==> config.mk <==
export PLATFORM = sky130hd
export DESIGN_NAME = serial_flash_cmd
export DESIGN_NICKNAME = d
export VERILOG_FILES = /design/src/core/flash_cmd_pkg.sv /design/src/core/pin_sync.sv /design/src/core/cmd_fifo.sv /design/src/core/serial_flash_cmd.sv
export VERILOG_INCLUDE_DIRS = /design/src /design/src/core
export SDC_FILE = /design/constraint.sdc
export NUM_CORES = 1
export LEC_CHECK = 0
export BUFFER_PORTS_ARGS = -buffer_cell sky130_fd_sc_hd__buf_2
export CORE_ASPECT_RATIO = 1.25
export CORE_MARGIN = 2
export CORE_UTILIZATION = 32
export CTS_CLUSTER_DIAMETER = 120
export DETAILED_ROUTE_END_ITERATION = 6
export PLACE_DENSITY = 0.52
export SYNTH_ARGS = -nofsm -noshare
export SYNTH_HDL_FRONTEND = slang
export SYNTH_SLANG_ARGS = --single-unit
==> constraint.sdc <==
create_clock -name clk -period 7.95 [get_ports clk]
set_input_delay 1.1925 -clock clk [delete_from_list [all_inputs] [get_ports clk]]
set_output_delay 1.1925 -clock clk [all_outputs]
set_load 0.1 [all_outputs]
==> src/core/flash_cmd_consts.svh <==
`ifndef FLASH_CMD_CONSTS_SVH
`define FLASH_CMD_CONSTS_SVH

// opcodes
`define OP_READ              8'h03
`define OP_FAST_READ         8'h0b
`define OP_IDENT_READ        8'h9f
`define OP_MAKER_PART_READ   8'h90
`define OP_WRITE_LATCH_SET   8'h06
`define OP_WRITE_LATCH_CLEAR 8'h04
`define OP_PAGE_WRITE        8'h02
`define OP_STATUS_FETCH      8'h05
`define OP_STATUS_STORE      8'h01
`define OP_SECTOR_WIPE_A     8'h20
`define OP_SECTOR_WIPE_B     8'hd8
`define OP_ARRAY_ERASE_A     8'hc7
`define OP_ARRAY_ERASE_B     8'h60
`define OP_PARALLEL_ENTER    8'h55
`define OP_PARALLEL_EXIT     8'h45
`define OP_SLEEP_ENTRY       8'hb9
`define OP_SLEEP_RELEASE     8'hab

// frame lengths in serial clocks
`define BITS_OPCODE          12'h008
`define BITS_STATUS_STORE    12'h010
`define BITS_ADDRESSED       12'h020
`define BITS_FAST_DUMMY_END  12'h028
`define BITS_PAGE_MIN        12'h028

// status byte layout
`define STATUS_BUSY_BIT      0
`define STATUS_LATCH_BIT     1
`define STATUS_GUARD_LSB     2

// timing
`define CLK_PERIOD_NS            25
`define SLEEP_ENTRY_DELAY_NS     3000
`define SLEEP_EXIT_DELAY_NS      30000
`define ARRAY_ERASE_DURATION_US  128000
`define SLEEP_ENTRY_CYCLES ((`SLEEP_ENTRY_DELAY_NS + `CLK_PERIOD_NS - 1) / `CLK_PERIOD_NS)
`define SLEEP_EXIT_CYCLES  ((`SLEEP_EXIT_DELAY_NS + `CLK_PERIOD_NS - 1) / `CLK_PERIOD_NS)
`define ARRAY_ERASE_CYCLES ((`ARRAY_ERASE_DURATION_US * 1000 + `CLK_PERIOD_NS - 1) / `CLK_PERIOD_NS)

// identity (values arbitrary)
`define MAKER_CODE           8'h5a
`define PART_CODE            16'h2c17

// command queue
`define QUEUE_DEPTH          8

`endif

==> src/core/flash_cmd_pkg.sv <==
package flash_cmd_pkg;

    typedef enum logic [4:0] {
        PH_OPCODE = 5'b00001,
        PH_ADDR   = 5'b00010,
        PH_DUMMY  = 5'b00100,
        PH_OUT    = 5'b01000,
        PH_HOLD   = 5'b10000
    } frame_phase_t;

    typedef enum logic [3:0] {
        PW_STANDBY  = 4'b0001,
        PW_ENTERING = 4'b0010,
        PW_SLEEP    = 4'b0100,
        PW_EXITING  = 4'b1000
    } power_state_t;

    typedef struct packed {
        logic [7:0]  opcode;
        logic [23:0] address;
    } cmd_rec_t;

endpackage

==> src/core/pin_sync.sv <==
`timescale 1ns/1ps
`default_nettype none

module pin_sync #(
    parameter int          WIDTH       = 1,
    parameter logic [WIDTH-1:0] RESET_VALUE = '0
) (
    input  wire logic             clk,
    input  wire logic             rst,
    input  wire logic [WIDTH-1:0] async,
    output logic      [WIDTH-1:0] synced
);

    logic [WIDTH-1:0] stage1;

    always_ff @(posedge clk) begin
        if (rst) begin
            stage1 <= RESET_VALUE;
            synced <= RESET_VALUE;
        end else begin
            stage1 <= async;
            synced <= stage1;
        end
    end

endmodule

`default_nettype wire

==> src/core/cmd_fifo.sv <==
`timescale 1ns/1ps
`default_nettype none

module cmd_fifo #(
    parameter int WIDTH = 32,
    parameter int DEPTH = 8
) (
    input  wire logic             clk,
    input  wire logic             rst,
    input  wire logic             inValid,
    output logic                  inReady,
    input  wire logic [WIDTH-1:0] inData,
    output logic                  outValid,
    input  wire logic             outReady,
    output logic      [WIDTH-1:0] outData
);

    localparam int AW = $clog2(DEPTH);

    logic [WIDTH-1:0] mem [DEPTH];
    logic [AW-1:0]    wrPtr;
    logic [AW-1:0]    rdPtr;
    logic [AW:0]      count;

    wire         push = inValid & inReady;
    wire         load = (count != '0) & (~outValid | outReady);
    wire [AW:0]  next_count = count + {{AW{1'b0}}, push} - {{AW{1'b0}}, load};

    assign inReady = (count + {{AW{1'b0}}, outValid}) != (AW+1)'(DEPTH);

    always_ff @(posedge clk) begin
        if (push) begin
            mem[wrPtr] <= inData;
        end
    end

    always_ff @(posedge clk) begin
        if (rst) begin
            wrPtr    <= '0;
            rdPtr    <= '0;
            count    <= '0;
            outValid <= 1'b0;
            outData  <= '0;
        end else begin
            wrPtr    <= push ? wrPtr + 1'b1 : wrPtr;
            rdPtr    <= load ? rdPtr + 1'b1 : rdPtr;
            count    <= next_count;
            outValid <= load | (outValid & ~outReady);
            outData  <= load ? mem[rdPtr] : outData;
        end
    end

endmodule

`default_nettype wire

==> src/core/serial_flash_cmd.sv <==
// Contract
// - bulk erase needs write latch set first
// - accept C7h always, 60h on 64KB variant
// - bulk erase only if select rises at bit 8
// - busy flag high during erase, low after
// - write latch cleared before erase completes
// - bulk erase ignored unless guard bits zero (non-64KB variant checks guard bits 2:0 only)
// - sleep entry B9h, select rise at bit 8
// - sleep entered after entry delay
// - in sleep ignore all but ABh release
// - sleep entry rejected while operation busy
// - power-on always lands in ordinary standby
// - standby when select high and idle
// - plain release: standby after exit delay
// - signature after three dummies, falling edges
// - signature repeats every eight clocks
// - signature equals part code device byte
// - select high after id reads ends output
// - parallel mode: whole byte per clock
// - 55h enters, 45h leaves parallel mode
// - decode 03h, 0Bh, 9Fh with framing
// - decode 06h,04h,02h,05h,01h with framing
// - sector erase 20h on 64KB, D8h always
// - write enable sets the write latch
`include "flash_cmd_consts.svh"
`timescale 1ns/1ps
`default_nettype none

module serial_flash_cmd #(
    parameter int unsigned ERASE_CYCLES = `ARRAY_ERASE_CYCLES
) (
    input  wire logic                     clk,
    input  wire logic                     rst,
    input  wire logic                     csN,
    input  wire logic                     sck,
    input  wire logic                     si,
    input  wire logic                     uniformSectors64,
    input  wire logic [3:0]               blockGuardBits,
    input  wire logic                     externalBusy,
    input  wire logic                     cmdOutReady,
    output logic                          so,
    output logic                          soOe,
    output logic [7:0]                    byteWideOutputPins,
    output logic                          byteWideOe,
    output logic                          writePermitLatch,
    output logic                          operationInProgressFlag,
    output logic                          deepSleepActive,
    output logic                          standbyMode,
    output logic                          parallelMode,
    output logic                          cmdOutValid,
    output flash_cmd_pkg::cmd_rec_t       cmdOut
);

    logic [2:0] pinSync;
    pin_sync #(
        .WIDTH       (3),
        .RESET_VALUE (3'b100)
    ) u_pin_sync (
        .clk    (clk),
        .rst    (rst),
        .async  ({csN, sck, si}),
        .synced (pinSync)
    );

    wire csNS = pinSync[2];
    wire sckS = pinSync[1];
    wire siS  = pinSync[0];

    logic                        csPrev;
    logic                        sckPrev;
    flash_cmd_pkg::frame_phase_t phase;
    flash_cmd_pkg::power_state_t power;
    logic [11:0]                 bitCount;
    logic [7:0]                  shiftIn;
    logic [7:0]                  opcode;
    logic [23:0]                 addr;
    logic                        opAccepted;
    logic [2:0]                  outBit;
    logic [1:0]                  byteIdx;
    logic                        eraseBusy;
    logic [31:0]                 eraseCount;
    logic [15:0]                 powerCount;

    // pin edges seen on the system clock
    wire sckRise = sckS & ~sckPrev & ~csNS;
    wire sckFall = ~sckS & sckPrev & ~csNS;
    wire csRise  = csNS & ~csPrev;

    wire [7:0]  next_shift    = {shiftIn[6:0], siS};
    wire        byteDone      = sckRise & (bitCount[2:0] == 3'h7);
    wire [11:0] next_bitCount = (bitCount == 12'hfff) ? bitCount : bitCount + 12'h001;
    wire        firstByte     = byteDone & (bitCount == `BITS_OPCODE - 12'h001);

    // opcode classification of the byte just completed
    wire isRead      = next_shift == `OP_READ;
    wire isFastRead  = next_shift == `OP_FAST_READ;
    wire isMakerRead = next_shift == `OP_MAKER_PART_READ;
    wire isIdent     = next_shift == `OP_IDENT_READ;
    wire isStatus    = next_shift == `OP_STATUS_FETCH;
    wire isStore     = next_shift == `OP_STATUS_STORE;
    wire isPage      = next_shift == `OP_PAGE_WRITE;
    wire isSector    = (next_shift == `OP_SECTOR_WIPE_B)
                     | (uniformSectors64 & (next_shift == `OP_SECTOR_WIPE_A));
    wire isBulk      = (next_shift == `OP_ARRAY_ERASE_A)
                     | (uniformSectors64 & (next_shift == `OP_ARRAY_ERASE_B));
    wire isRelease   = next_shift == `OP_SLEEP_RELEASE;
    wire isPlain     = (next_shift == `OP_WRITE_LATCH_SET) | (next_shift == `OP_WRITE_LATCH_CLEAR)
                     | (next_shift == `OP_SLEEP_ENTRY) | (next_shift == `OP_PARALLEL_ENTER)
                     | (next_shift == `OP_PARALLEL_EXIT) | isBulk | isStore;
    wire needAddr    = isRead | isFastRead | isMakerRead | isPage | isSector;
    wire known       = needAddr | isIdent | isStatus | isRelease | isPlain;
    wire sleeping    = (power == flash_cmd_pkg::PW_SLEEP) | (power == flash_cmd_pkg::PW_ENTERING);
    wire accepted    = (power == flash_cmd_pkg::PW_STANDBY) ? known : (sleeping & isRelease);

    wire [4:0] phaseAfterOpcode =
        ~accepted ? flash_cmd_pkg::PH_HOLD :
        needAddr  ? flash_cmd_pkg::PH_ADDR :
        isRelease ? flash_cmd_pkg::PH_DUMMY :
        (isIdent | isStatus) ? flash_cmd_pkg::PH_OUT :
        flash_cmd_pkg::PH_HOLD;

    // address and dummy boundaries
    wire addrDone  = byteDone & (phase == flash_cmd_pkg::PH_ADDR)
                   & (bitCount == `BITS_ADDRESSED - 12'h001);
    wire dummyDone = byteDone & (phase == flash_cmd_pkg::PH_DUMMY)
                   & (bitCount == ((opcode == `OP_FAST_READ) ? `BITS_FAST_DUMMY_END : `BITS_ADDRESSED)
                      - 12'h001);
    wire [23:0] pushAddr = (phase == flash_cmd_pkg::PH_ADDR) ? {addr[15:0], next_shift} : addr;

    wire [4:0] phaseAfterAddr =
        (opcode == `OP_FAST_READ) ? flash_cmd_pkg::PH_DUMMY : flash_cmd_pkg::PH_HOLD;

    // chip select rise: commands that execute at the end of the frame; reads push at the address or dummy boundary
    wire busy        = eraseBusy | externalBusy;
    wire guardZero   = uniformSectors64 ? (blockGuardBits == 4'h0)
                                        : (blockGuardBits[2:0] == 3'h0);
    wire exact8      = csRise & opAccepted & (bitCount == `BITS_OPCODE);
    wire opBulk      = (opcode == `OP_ARRAY_ERASE_A)
                     | (uniformSectors64 & (opcode == `OP_ARRAY_ERASE_B));
    wire doWren      = exact8 & (opcode == `OP_WRITE_LATCH_SET);
    wire doWrdi      = exact8 & (opcode == `OP_WRITE_LATCH_CLEAR);
    wire doBulk      = exact8 & opBulk & writePermitLatch & guardZero & ~busy;
    wire doSleep     = exact8 & (opcode == `OP_SLEEP_ENTRY) & ~busy
                     & (power == flash_cmd_pkg::PW_STANDBY);
    wire doParEnter  = exact8 & (opcode == `OP_PARALLEL_ENTER);
    wire doParExit   = exact8 & (opcode == `OP_PARALLEL_EXIT);
    wire doRelease   = csRise & opAccepted & (opcode == `OP_SLEEP_RELEASE) & sleeping;

    wire fifoReady;
    wire writeOk     = csRise & opAccepted & writePermitLatch & ~busy & fifoReady;
    wire doSector    = writeOk & (opcode != `OP_PAGE_WRITE) & (opcode != `OP_STATUS_STORE)
                     & (phase == flash_cmd_pkg::PH_HOLD) & (bitCount == `BITS_ADDRESSED)
                     & ((opcode == `OP_SECTOR_WIPE_B)
                        | (uniformSectors64 & (opcode == `OP_SECTOR_WIPE_A)));
    wire doPage      = writeOk & (opcode == `OP_PAGE_WRITE)
                     & (bitCount >= `BITS_PAGE_MIN) & (bitCount[2:0] == 3'h0);
    wire doStore     = writeOk & (opcode == `OP_STATUS_STORE)
                     & (bitCount == `BITS_STATUS_STORE);
    wire readPush    = (addrDone & (opcode != `OP_FAST_READ) & (opcode != `OP_PAGE_WRITE)
                        & (opcode != `OP_SECTOR_WIPE_A) & (opcode != `OP_SECTOR_WIPE_B))
                     | (dummyDone & (opcode == `OP_FAST_READ));
    wire pushReq     = (readPush & fifoReady) | doSector | doPage | doStore;

    flash_cmd_pkg::cmd_rec_t pushRec;
    assign pushRec.opcode  = opcode;
    assign pushRec.address = pushAddr;

    // output byte selection
    wire [7:0] signature = 8'(`PART_CODE);
    wire [7:0] statusByte = {2'b00, blockGuardBits, writePermitLatch, busy};
    wire [7:0] identByte  = (byteIdx == 2'd0) ? `MAKER_CODE :
                            (byteIdx == 2'd1) ? 8'(`PART_CODE >> 8) :
                            (byteIdx == 2'd2) ? signature : 8'h00;
    wire [7:0] outByte    = (opcode == `OP_SLEEP_RELEASE) ? signature :
                            (opcode == `OP_STATUS_FETCH) ? statusByte : identByte;
    wire       outStep    = sckFall & (phase == flash_cmd_pkg::PH_OUT);
    wire [1:0] next_byteIdx = (byteIdx == 2'd3) ? byteIdx : byteIdx + 2'd1;

    // power state sequencing
    wire powerDone = (power == flash_cmd_pkg::PW_ENTERING)
                   ? (powerCount == 16'(`SLEEP_ENTRY_CYCLES - 1))
                   : (powerCount == 16'(`SLEEP_EXIT_CYCLES - 1));
    flash_cmd_pkg::power_state_t next_power;
    always_comb begin
        next_power = power;
        case (power)
            flash_cmd_pkg::PW_STANDBY: begin
                if (doSleep) begin
                    next_power = flash_cmd_pkg::PW_ENTERING;
                end
            end
            flash_cmd_pkg::PW_ENTERING: begin
                if (doRelease) begin
                    next_power = flash_cmd_pkg::PW_EXITING;
                end else if (powerDone) begin
                    next_power = flash_cmd_pkg::PW_SLEEP;
                end
            end
            flash_cmd_pkg::PW_SLEEP: begin
                if (doRelease) begin
                    next_power = flash_cmd_pkg::PW_EXITING;
                end
            end
            flash_cmd_pkg::PW_EXITING: begin
                if (powerDone) begin
                    next_power = flash_cmd_pkg::PW_STANDBY;
                end
            end
            default: begin
                next_power = flash_cmd_pkg::PW_STANDBY;
            end
        endcase
    end

    wire eraseDone = eraseBusy & (eraseCount == ERASE_CYCLES - 32'd1);

    // pin edge history
    always_ff @(posedge clk) begin
        if (rst) begin
            csPrev  <= 1'b1;
            sckPrev <= 1'b0;
        end else begin
            csPrev  <= csNS;
            sckPrev <= sckS;
        end
    end

    // frame decode
    always_ff @(posedge clk) begin
        if (rst | csNS) begin
            phase      <= flash_cmd_pkg::PH_OPCODE;
            bitCount   <= 12'h000;
            shiftIn    <= 8'h00;
            opAccepted <= 1'b0;
        end else if (sckRise) begin
            bitCount <= next_bitCount;
            shiftIn  <= next_shift;
            if (firstByte) begin
                phase      <= flash_cmd_pkg::frame_phase_t'(phaseAfterOpcode);
                opAccepted <= accepted;
            end else if (addrDone) begin
                phase <= flash_cmd_pkg::frame_phase_t'(phaseAfterAddr);
            end else if (dummyDone) begin
                phase <= (opcode == `OP_SLEEP_RELEASE) ? flash_cmd_pkg::PH_OUT
                                                       : flash_cmd_pkg::PH_HOLD;
            end
        end
    end

    always_ff @(posedge clk) begin
        if (rst) begin
            opcode <= 8'h00;
            addr   <= 24'h000000;
        end else if (firstByte) begin
            opcode <= next_shift;
            addr   <= 24'h000000;
        end else if (byteDone & (phase == flash_cmd_pkg::PH_ADDR)) begin
            addr <= {addr[15:0], next_shift};
        end
    end

    // serial and byte-wide output
    always_ff @(posedge clk) begin
        if (rst | csNS) begin
            so                 <= 1'b0;
            soOe               <= 1'b0;
            byteWideOutputPins <= 8'h00;
            byteWideOe         <= 1'b0;
            outBit             <= 3'h0;
            byteIdx            <= 2'd0;
        end else if (outStep & parallelMode) begin
            byteWideOutputPins <= outByte;
            byteWideOe         <= 1'b1;
            byteIdx            <= next_byteIdx;
        end else if (outStep) begin
            so      <= outByte[3'h7 - outBit];
            soOe    <= 1'b1;
            outBit  <= outBit + 3'h1;
            byteIdx <= (outBit == 3'h7) ? next_byteIdx : byteIdx;
        end
    end

    // write latch, parallel mode, erase engine, power
    always_ff @(posedge clk) begin
        if (rst) begin
            writePermitLatch <= 1'b0;
            parallelMode     <= 1'b0;
            eraseBusy        <= 1'b0;
            eraseCount       <= 32'h00000000;
            power            <= flash_cmd_pkg::PW_STANDBY;
            powerCount       <= 16'h0000;
        end else begin
            if (doWren) begin
                writePermitLatch <= 1'b1;
            end else if (doWrdi | doBulk | doSector | doPage | doStore) begin
                writePermitLatch <= 1'b0;
            end
            if (doParEnter) begin
                parallelMode <= 1'b1;
            end else if (doParExit) begin
                parallelMode <= 1'b0;
            end
            if (doBulk) begin
                eraseBusy  <= 1'b1;
                eraseCount <= 32'h00000000;
            end else if (eraseDone) begin
                eraseBusy <= 1'b0;
            end else if (eraseBusy) begin
                eraseCount <= eraseCount + 32'h00000001;
            end
            power      <= next_power;
            powerCount <= (next_power != power) ? 16'h0000 : powerCount + 16'h0001;
        end
    end

    // visible state
    always_ff @(posedge clk) begin
        if (rst) begin
            operationInProgressFlag <= 1'b0;
            deepSleepActive         <= 1'b0;
            standbyMode             <= 1'b1;
        end else begin
            operationInProgressFlag <= busy;
            deepSleepActive         <= power == flash_cmd_pkg::PW_SLEEP;
            standbyMode             <= csNS & ~busy & (power == flash_cmd_pkg::PW_STANDBY);
        end
    end

    cmd_fifo #(
        .WIDTH ($bits(flash_cmd_pkg::cmd_rec_t)),
        .DEPTH (`QUEUE_DEPTH)
    ) u_cmd_fifo (
        .clk      (clk),
        .rst      (rst),
        .inValid  (pushReq),
        .inReady  (fifoReady),
        .inData   (pushRec),
        .outValid (cmdOutValid),
        .outReady (cmdOutReady),
        .outData  (cmdOut)
    );

endmodule

`default_nettype wire

==> out/results.tsv, run 1 <==
metric	value	unit
status	finished clean	
critical path type	reg2reg	
top-area cell type share of the netlist area	41.5	%
Tot GR Track Use	14.2	%
DP Worst Slack	4.21	ns
setup TNS	0	ns
Top Ports	61	
Fin Hold WS	0.418	ns
Hold-fix buffers, CTS	0	
post-route minimum period	3.61	ns
type of the worst min-delay path	reg2reg	
leakage power	0.00699	µW
Fin Clk Skew	0.0234	ns
area grow syn2layout	14.6	%
CTS Sinks	437	
CTS Buf Count	46	
initial antenna violation count	0	
# port buffers	59	
multi-input logic area	6790	µm²
reg-to-reg setup timing slack	4.34	ns
fin. max-slew vios	0	
#FFs+latches synth	437	
maximum vdd drop	322	µV
drt drc	0	
Reg-to-Reg Start	opcode[5]	
combinational power share	23.4	%
crit-path max FO	32	
DP Area	19600	µm²
Slew HR	24.9	%
Internal	4300	µW
layout cells sized above 1	17.8	%
Main synth FF type	edfxtp_1	
max-cap viol count	0	
Net Switching	2030	µW
post-CTS sizing	0	
Rows	98	
sw frac	32.1	%
Arrival @ worst endpoint	3.82	ns
Setup crit end kind	flip-flop	
top cells by area, synth	edfxtp_1 (41%), dfxtp_1 (20%), mux4_2 (7.8%)	
Routed WL per cell	18.2	µm
Tcrit/Tclk final	45.4	%
layout net count	1539	
drt via density	5.05	
Post-DP HPWL	26.3	mm
fin area	21300	µm²
first-pass GRT wire length	66.8	mm
Slew @ Worst Pin	1.13	ns
Routed Antenna Nets	0	
Achievable Freq	0.277	GHz
Syn Inst Count	1464	
Worst Reg2Reg Path Length in Cells	7	
clk slew on worst S/H paths	0.06	ns
largest net degree at the start of global routing	69	
Clk pwr share	36.0	%
clock root cell	clkbuf_16	
vias in the first global route	11900	
Syn Nets	1498	
Die H	273	µm
Final Core Density	37.1	%
vias	11600	
synthesized area	18500	µm²
ant diodes	0	
H-tree depth	2	
end of the worst register-to-register path	u_cmd_fifo.mem[1][7]	
setup bufs post-CTS	0	
synth unique cells	74	
CP required	8.16	ns
die area	59900	µm²
Core ar.	57300	µm²
gp weighted congestion	0.820	
sequential area share after synthesis	61.0	%
Initial Utilization	32.4	%
CP startpoint	opcode[5]	
worst setup path end	u_cmd_fifo.mem[1][7]	
CTS tree	done	
final hold viol count	0	
Synth Area per Inst	12.7	µm²
post-route setup slack	4.34	ns
Clock Tree Buf Depth	3	
pwr/cell area	298	nW/µm²
number of synthesized flops with an enable pin	256	
YS warnings	0	
area leader, netlist	edfxtp_1	
Starting DRT DRC Count	671	
Die W	219	µm
final setup fails	0	
Sequential Power Share	40.6	%
First-pass DRT Iterations	5	
Overflow after GRT	0	
final WL	41.7	mm
Fill cells	5503	
asr flop ratio synth	0	%
RSZ-0062 raised after global routing	false	
Reg area	11300	µm²
CP startpoint kind	flip-flop	
Worst-Skew Late Latency	0.59	ns
==> registers in the layout, summed over array words and instances (netlist names), 4 cells and up <==
name	flops
addr	24
bitCount	12
byteWideOutputPins	7
eraseCount	32
opcode	8
phase	5
power	4
powerCount	16
shiftIn	7
u_cmd_fifo.count	4
u_cmd_fifo.mem	256
u_cmd_fifo.outData	32
==> critical path: stages, from the launching register on <==
cell and delay (ns):
dfxtp_1 0.78, nor4b_1 0.53, nand4_1 0.23, a2111oi_0 0.45, o21ai_0 0.15, o21a_1 0.30, nor4b_2 0.27, buf_4 0.47
==> power by group through the flow <==
stage	sequential [µW]	clock (µW)	combinational (µW)
floorplan	3160	0	679
global placement	2620	0	1520
detailed placement	2630	0	1520
CTS	2580	2350	1520
global route	2590	2430	1580
finish	2570	2280	1480
==> per-layer routing <==
| layer | global-route usage [%] | up-vias | part of all wire (%) |
|---|---|---|---|
| met2 | 24.7 | 210 | 50 |
| met4 | 5.35 | 0 | 3.4 |
| met5 | 0 | - | 0 |
| met3 | 2.68 | 85 | 4.0 |
| met1 | 17.5 | 5710 | 42 |
| li1 | - | 5574 | - |
==> cell usage in the layout (no fill, tap or decap), drive strengths merged, types with 25 or more instances in the layout <==
master  instances
edfxtp        256
dfxtp         181
nor2          139
nand2         138
buf            80
a21oi          67
mux4           65
clkbuf         64
mux2i          40
nor3           40
a211oi         39
nand3          36
inv            33
xor2           29
xnor2          27
mux2           26
nand4          25
==> cell usage after synthesis, types with 3 or more instances <==
master     instances
a21o_1             4
a211o_1            3
xor2_1            29
nor3b_1            4
nor3_1            40
a211oi_1          39
mux2i_1           40
o21ai_0           20
buf_2              5
and2_1             7
xnor2_1           27
dfxtp_1          181
or2_2              6
nand3b_1           9
a31oi_1            9
buf_4              4
and4_1             6
nor2b_1            9
a2111oi_0          4
nand3_1           36
and4b_1            6
nand2b_1          11
nand4_1           25
nor4b_1           13
buf_6              4
clkbuf_1          59
a21oi_1           67
buf_1             14
and3_1             9
edfxtp_1         256
ha_1              21
o2111ai_1          3
nor2_1           139
nor4_1            21
o31ai_1            5
mux2_2            25
inv_1             30
or4_1             10
mux4_2            64
nand2_1          138
or3_1             11
nand4b_1           7
==> kinds of logic after synthesis <==
kind of cell | count (synthesis) | synth area share (%)
AOI/OAI and AO/OA | 180 | 6.35
xor gates and xnor gates | 56 | 2.64
adders and majority gates | 22 | 1.52
buffers and inverters | 118 | 2.69
DFF | 437 | 61.0
muxes | 131 | 11.7
other | 1 | 0.0202
and+or+nand+nor | 519 | 14.1
==> worst min-delay path by stage <==
| stage | startpoint | end | cells after the start |
|---|---|---|---|
| 2_1_floorplan | u_pin_sync.stage1[2] | u_pin_sync.synced[2] | 1 |
| 3_3_place_gp | u_pin_sync.stage1[2] | u_pin_sync.synced[2] | 1 |
| 3_5_place_dp | u_pin_sync.stage1[2] | u_pin_sync.synced[2] | 1 |
| 4_1_cts | u_pin_sync.stage1[2] | u_pin_sync.synced[2] | 1 |
| 5_1_grt | u_pin_sync.stage1[2] | u_pin_sync.synced[2] | 1 |
| 6_report | u_pin_sync.stage1[2] | u_pin_sync.synced[2] | 1 |
==> per-stage QoR <==
| step | power, µW | std cells |
|---|---|---|
| after floorplan | 3840 | 1464 |
| after global placement | 4140 | 2207 |
| after detailed placement | 4150 | 2207 |
| after CTS | 6450 | 2293 |
| after global routing | 6610 | 2293 |
| final | 6330 | 2293 |
==> final cells by class <==
cell class / count / share of cell area, %
clock buffer: 64 / 6.31
clock inverter: 22 / 1.37
inverter: 31 / 0.548
multi-input combinational: 909 / 32.0
sequential: 437 / 53.3
tap: 750 / 4.42
timing repair buffer: 80 / 2.14
(Power assumes the default switching activity.)
==> inputs of run 2 (changes only) <==
--- a/config.mk
+++ b/config.mk
@@ -6,6 +6,7 @@
 export SDC_FILE = /design/constraint.sdc
 export NUM_CORES = 1
 export LEC_CHECK = 0
+export ABC_AREA = 1
 export BUFFER_PORTS_ARGS = -buffer_cell sky130_fd_sc_hd__buf_2
 export CORE_ASPECT_RATIO = 1.25
 export CORE_MARGIN = 2
==> constraint.sdc (replaced) <==
create_clock -name clk -period 3.55 [get_ports clk]
set_input_delay 0.5325 -clock clk [delete_from_list [all_inputs] [get_ports clk]]
set_output_delay 0.5325 -clock clk [all_outputs]
set_load 0.1 [all_outputs]
==> out/results.tsv, run 2 <==
metric	value	unit	change
layout net count	2095		+36%
post-route minimum period	2.68	ns	-0.931 ns
CTS Sinks	437		unchanged
CP startpoint kind	flip-flop		
Tot GR Track Use	15.0	%	+0.83 points
CP required	4.07	ns	-4.09 ns
area leader, netlist	edfxtp_1		
Worst Path Buf+Inv	3		+2
Syn Inst Count	2021		+38%
Routed WL per cell	16.3	µm	-11%
maximum vdd drop	333	µV	+3.5%
leakage power	0.00810	µW	+16%
Clock Tree Buf Depth	3		unchanged
number of synthesized flops with an enable pin	256		unchanged
Reg area	11300	µm²	unchanged
placed insts	2778		+26%
CTS Buf Count	46		unchanged
failing checks	design-rule violations		
YS warnings	0		unchanged
largest net degree at the start of global routing	86		+25%
area grow syn2layout	14.2	%	
layout cells sized above 1	11.2	%	-6.6 points
worst hold start	csN		
Post-DP HPWL	29.5	mm	+12%
Top Ports	61		unchanged
top-count cell post-synth	nor2_1		
Reg with most FFs	u_cmd_fifo.mem		
# port buffers	59		unchanged
Overflow after GRT	0		unchanged
type of the worst min-delay path	in2reg		
Fin Hold WS	0.127	ns	-0.291 ns
Worst Reg2Reg Path Length in Cells	20		+13
synth unique cells	48		-35%
Starting DRT DRC Count	899		+34%
Worst Hold Endpoint	u_pin_sync.stage1[2]		
Regs by FF count	u_cmd_fifo.mem: 256 flops, eraseCount: 32 flops, u_cmd_fifo.outData: 32 flops		
critical path type	reg2reg		
crit-path max FO	5		-84%
first-pass GRT wire length	74.5	mm	+12%
Crit path depth	20		+13
final WL	46.6	mm	+12%
Slowest-stage cell, CP	dfxtp_1		
end of the worst register-to-register path	u_cmd_fifo.count[3]		
RSZ-0062 raised after global routing	false		
Hold Path Depth	2		+1
Tcrit/Tclk final	75.4	%	+30 points
max-cap viol count	0		unchanged
Reg-to-Reg Start	u_cmd_fifo.outValid		
Slew @ Worst Pin	1.26	ns	+0.139 ns
sequential area share after synthesis	59.3	%	-1.7 points
cell family with most CP delay	simple AND/OR/NAND/NOR gates		
setup bufs post-CTS	0		unchanged
asr flop ratio synth	0	%	unchanged
top cells by area, synth	edfxtp_1 (40%), dfxtp_1 (19%), o21ai_0 (6.9%)		
synthesized area	19100	µm²	+2.9%
vias	14100		+21%
First-pass DRT Iterations	7		+2
Slew HR	14.8	%	-10 points
status	complete, but fails checks		
final setup fails	0		unchanged
Top Layer Used	met4		
pwr/cell area	651	nW/µm²	+120%
Routed Antenna Nets	0		unchanged
reg-to-reg setup timing slack	0.87	ns	-3.47 ns
Synth Area per Inst	9.44	µm²	-25%
met3 wire len	1.74	mm	+5.3%
most common cell after layout, fill and taps aside	nor2_1		
met2 routed WL	23.6	mm	+13%
Achievable Freq	0.373	GHz	+35%
ant diodes	0		unchanged
Core ar.	59300	µm²	+3.6%
vias in the first global route	14000		+18%
drt via density	4.91		-2.7%
Fill cells	5978		+8.6%
CTS tree	done		
clock root cell	clkbuf_16		
post-CTS sizing	0		unchanged
max incr delay on CP	0.32	ns	-0.46 ns
Worst-Skew Late Latency	0.59	ns	about the same
top-area cell type share of the netlist area	40.3	%	-1.2 points
CP most frequent cell	nand2_1		
clk slew on worst S/H paths	0.06	ns	about the same
Hold-fix buffers, CTS	0		unchanged
Rows	100		+2.0%
crit-path cells	ha_1 -> ha_1 -> nor2_1 -> nand2_1 -> nor2_1 -> nand2_1 -> nand2_1 -> inv_1 -> nand2_1 -> nand2_1 -> inv_1 -> nand2_1 -> nand2_1 -> nand2_2 -> ha_1 -> inv_1 -> nor2_1 -> a211oi_1 -> o21ai_0 -> a21oi_1		
Die W	222	µm	+1.4%
Initial Utilization	32.2	%	-0.20 points
initial antenna violation count	0		unchanged
Arrival @ worst endpoint	3.20	ns	-0.62 ns
#FFs+latches synth	437		unchanged
drt drc	1		+1
fin. max-slew vios	0		unchanged
Fin Clk Skew	0.0197	ns	-0.00375 ns
Syn Nets	2055		+37%
Setup crit end kind	flip-flop		
Die H	277	µm	+1.4%
most frequent cells in the layout	nor2_1 (279), nand2_1 (277), o21ai_0 (265), edfxtp_1 (256), dfxtp_1 (178)		
M1 wire length	20.1	mm	+14%
multi-input logic area	6790	µm²	unchanged
final hold viol count	0		unchanged
die area	61600	µm²	+2.9%
Main synth FF type	edfxtp_1		
final instance count without filler cells	2864		+25%
H-tree depth	2		unchanged
gp weighted congestion	0.869		+5.9%
most frequent cells after synthesis	nor2_1 (288), nand2_1 (277), o21ai_0 (265)		
max FFs per register	256		unchanged
run 2: layer usage:
metal  GRT usage, %  up-vias
met4           4.58        0
met5              0        -
li1               -     7085
met1           18.2     6668
met3           2.56       72
met2           27.2      240
run 2: cell families (layout without fill, tap and decap cells):
logic type                 Yosys count  in the layout  share of synthesized area [%]
DFF                                437            437                           59.3
and+or+nand+nor                    765            765                           17.6
xor gates and xnor gates            40             40                           1.84
AOI/OAI and AO/OA                  491            491                           14.3
other                                1              1                         0.0196
adders and majority gates           22             22                           1.48
buffers and inverters              265            343                           5.50
run 2: worst max-delay path by stage:
stage                                   start              endpoint
after floorplan           u_cmd_fifo.outValid  u_cmd_fifo.mem[0][0]
after global placement           externalBusy   u_cmd_fifo.count[2]
after detailed placement         externalBusy   u_cmd_fifo.count[2]
after CTS                 u_cmd_fifo.outValid   u_cmd_fifo.count[1]
after global routing      u_cmd_fifo.outValid   u_cmd_fifo.count[3]
final                     u_cmd_fifo.outValid   u_cmd_fifo.count[3]
run 2: report_power, final:
part / switching (µW) / internal (µW)
Sequential: 194 / 5550
Clock: 1970 / 2680
Combinational: 2960 / 820
run 2: metrics by stage:
step	TNS (ns)	utilization [%]	total power [µW]	setup slack [ns]	instance area, µm²
final	0	36.7	14200	0.872	21800
after CTS	0	36.7	14400	0.853	21800
after global placement	0	34.3	9630	0.888	20300
after detailed placement	0	34.3	9690	0.830	20300
after floorplan	-124.66	-	8850	-0.487	19100
after global routing	0	36.7	14900	0.596	21800
run 2: final cells by class:
cell class	instances	share of cell area, %
Timing Repair Buffer	87	2.89
Tap cell	765	4.39
Sequential cell	437	51.9
Clock buffer	66	5.91
Clock inverter	20	0.764
Multi-Input combinational cell	1319	31.2
Inverter	170	2.93
==> inputs of run 3 (changes only) <==
--- a/config.mk
+++ b/config.mk
@@ -13,7 +13,7 @@
 export CORE_UTILIZATION = 32
 export CTS_CLUSTER_DIAMETER = 120
 export DETAILED_ROUTE_END_ITERATION = 6
-export PLACE_DENSITY = 0.52
+export PLACE_DENSITY = 0.53
 export SYNTH_ARGS = -nofsm -noshare
 export SYNTH_HDL_FRONTEND = slang
 export SYNTH_SLANG_ARGS = --single-unit
==> constraint.sdc (replaced) <==
create_clock -name clk -period 2.4 [get_ports clk]
set_input_delay 0.36 -clock clk [delete_from_list [all_inputs] [get_ports clk]]
set_output_delay 0.36 -clock clk [all_outputs]
set_load 0.1 [all_outputs]
==> out/results.tsv, run 3 (synthesized netlist as in run 2, its figures left out) <==
metric	value	unit	change
most frequent cells in the layout	nor2_1 (273), nand2_1 (270), o21ai_0 (264), edfxtp_1 (256), dfxtp_1 (173)		
Slew @ Worst Pin	1.29	ns	+0.0241 ns
CP most frequent cell	nand2_2		
Routed Antenna Nets	0		unchanged
First-pass DRT Iterations	5		-2
max FFs per register	256		unchanged
Final Core Density	39.1	%	+2.4 points
CTS Sinks	437		unchanged
cell family with most CP delay	simple AND/OR/NAND/NOR gates		
# port buffers	59		unchanged
gp weighted congestion	0.873		+0.51%
Post-DP HPWL	32.0	mm	+8.3%
Tcrit/Tclk final	99.8	%	+24 points
CTS tree	done		
Starting DRT DRC Count	851		-5.3%
Fin Clk Skew	0.0240	ns	+0.00429 ns
Initial Utilization	32.2	%	unchanged
fin area	23200	µm²	+6.4%
Slowest-stage cell, CP	dfxtp_4		
clock root cell	clkbuf_16		
final setup fails	0		unchanged
Clock Tree Buf Depth	3		unchanged
Die H	277	µm	unchanged
fin. max-slew vios	0		unchanged
ant diodes	0		unchanged
first-pass GRT wire length	76.0	mm	+2.0%
Overflow after GRT	0		unchanged
reg-to-reg setup timing slack	0.005	ns	-0.87 ns
Die W	222	µm	unchanged
end of the worst register-to-register path	u_cmd_fifo.mem[2][25]		
CP startpoint	u_cmd_fifo.outValid		
post-route minimum period	2.39	ns	-0.283 ns
Worst-Skew Late Latency	0.58	ns	about the same
CTS Buf Count	46		unchanged
leakage power	0.00878	µW	+8.4%
layout cells sized above 1	16.8	%	+5.6 points
initial antenna violation count	0		unchanged
largest net degree at the start of global routing	130		+51%
crit-path max FO	12		+7
type of the worst min-delay path	in2reg		
layout net count	2193		+4.7%
maximum vdd drop	589	µV	+77%
Slew HR	13.2	%	-1.6 points
H-tree depth	2		unchanged
Worst Reg2Reg Path Length in Cells	18		-10%
Worst Path Buf+Inv	4		+1
Routed WL per cell	16.4	µm	+0.95%
Rows	100		unchanged
Hold Path Depth	2		unchanged
CP required	2.68	ns	-1.39 ns
DP Area	21100	µm²	+3.9%
worst hold start	rst		
vias	14600		+3.6%
area grow syn2layout	21.5	%	
Reg-to-Reg Start	u_cmd_fifo.outValid		
Core ar.	59300	µm²	unchanged
Top Ports	61		unchanged
max-cap viol count	0		unchanged
final WL	48.6	mm	+4.4%
drt via density	4.92		+0.23%
die area	61600	µm²	unchanged
RSZ-0062 raised after global routing	true		
Reg with most FFs	u_cmd_fifo.mem		
crit-path cells	ha_4 -> ha_4 -> nor2_2 -> nand2_1 -> nor2_2 -> nand2_2 -> nand2_2 -> inv_2 -> nand2_2 -> nand2_1 -> inv_1 -> nand2_2 -> nand2_2 -> nand2_4 -> nand2_4 -> nor2_4 -> buf_12 -> clkbuf_16		
Setup crit end kind	flip-flop		
vias in the first global route	14400		+2.9%
Worst Hold Endpoint	eraseBusy		
Regs by FF count	u_cmd_fifo.mem: 256 flops, eraseCount: 32 flops, u_cmd_fifo.outData: 32 flops		
drt drc	0		-1
total power draw	21700	µW	+53%
pwr/cell area	935	nW/µm²	+44%
critical path type	reg2reg		
clk slew on worst S/H paths	0.07	ns	about the same
Tot GR Track Use	15.3	%	+0.21 points
max incr delay on CP	0.35	ns	+0.03 ns
final hold viol count	0		unchanged
status	finished clean		
CP startpoint kind	flip-flop		
Achievable Freq	0.418	GHz	+12%
Arrival @ worst endpoint	2.68	ns	-0.52 ns
most common cell after layout, fill and taps aside	nor2_1		
[run 3: how the worst max path moves through the flow]
stage	to	slack (ns)	cells after the start
after floorplan	u_cmd_fifo.mem[3][0]	-0.25	16
after global placement	u_cmd_fifo.count[2]	-0.07	19
after detailed placement	u_cmd_fifo.count[2]	-0.11	19
after CTS	u_cmd_fifo.count[2]	0.001	17
after global routing	u_cmd_fifo.count[3]	-0.13	20
final	u_cmd_fifo.mem[2][25]	0.005	18
[run 3: stage by stage]
| step | setup WS [ns] | setup TNS [ns] | instances | hold slack, ns |
|---|---|---|---|---|
| 3_5_place_dp | -0.106 | -10.24 | 2854 | 0.402 |
| 3_3_place_gp | -0.0729 | -5.85 | 2854 | 0.405 |
| 6_report | 0.00501 | 0 | 2961 | 0.0698 |
| 2_1_floorplan | -0.248 | -58.98 | 2021 | 0.388 |
| 5_1_grt | -0.130 | -11.15 | 2961 | 0.0568 |
| 4_1_cts | 0.00113 | 0 | 2943 | 0.0447 |
[run 3: layout make-up]
class,count,area [µm²]
Timing Repair Buffer,185,1770
Sequential cell,437,11300
Clock buffer,66,1300
Fill cell,5886,36100
Multi-Input combinational cell,1319,6940
Clock inverter,19,250
Inverter,170,644
Tap cell,765,957
[run 3: layer usage]
| layer | up-vias | wire (µm) | global-route usage, % |
|---|---|---|---|
| met2 | 301 | 24300 | 27.0 |
| li1 | 7296 | - | - |
| met3 | 64 | 2270 | 2.65 |
| met4 | 0 | 1090 | 4.08 |
| met5 | - | 0 | 0 |
| met1 | 6914 | 20900 | 19.1 |
[run 3: where the power goes]
group / internal, µW / switching (µW) / leakage, µW
Sequential: 8210 / 194 / 0.00445
Clock: 4320 / 2970 / 0.000756
Combinational: 1380 / 4610 / 0.00357
Total: 13900 / 7770 / 0.00878
[run 3: what timing repair did]
item	in CTS	in global routing
setup endpoints to repair	253	265
buffers inserted	1	9
cloned	0	9
hold endpoints to repair	3	0
pin swaps	4	9
hold buffers	3	0
resized for setup	8	29
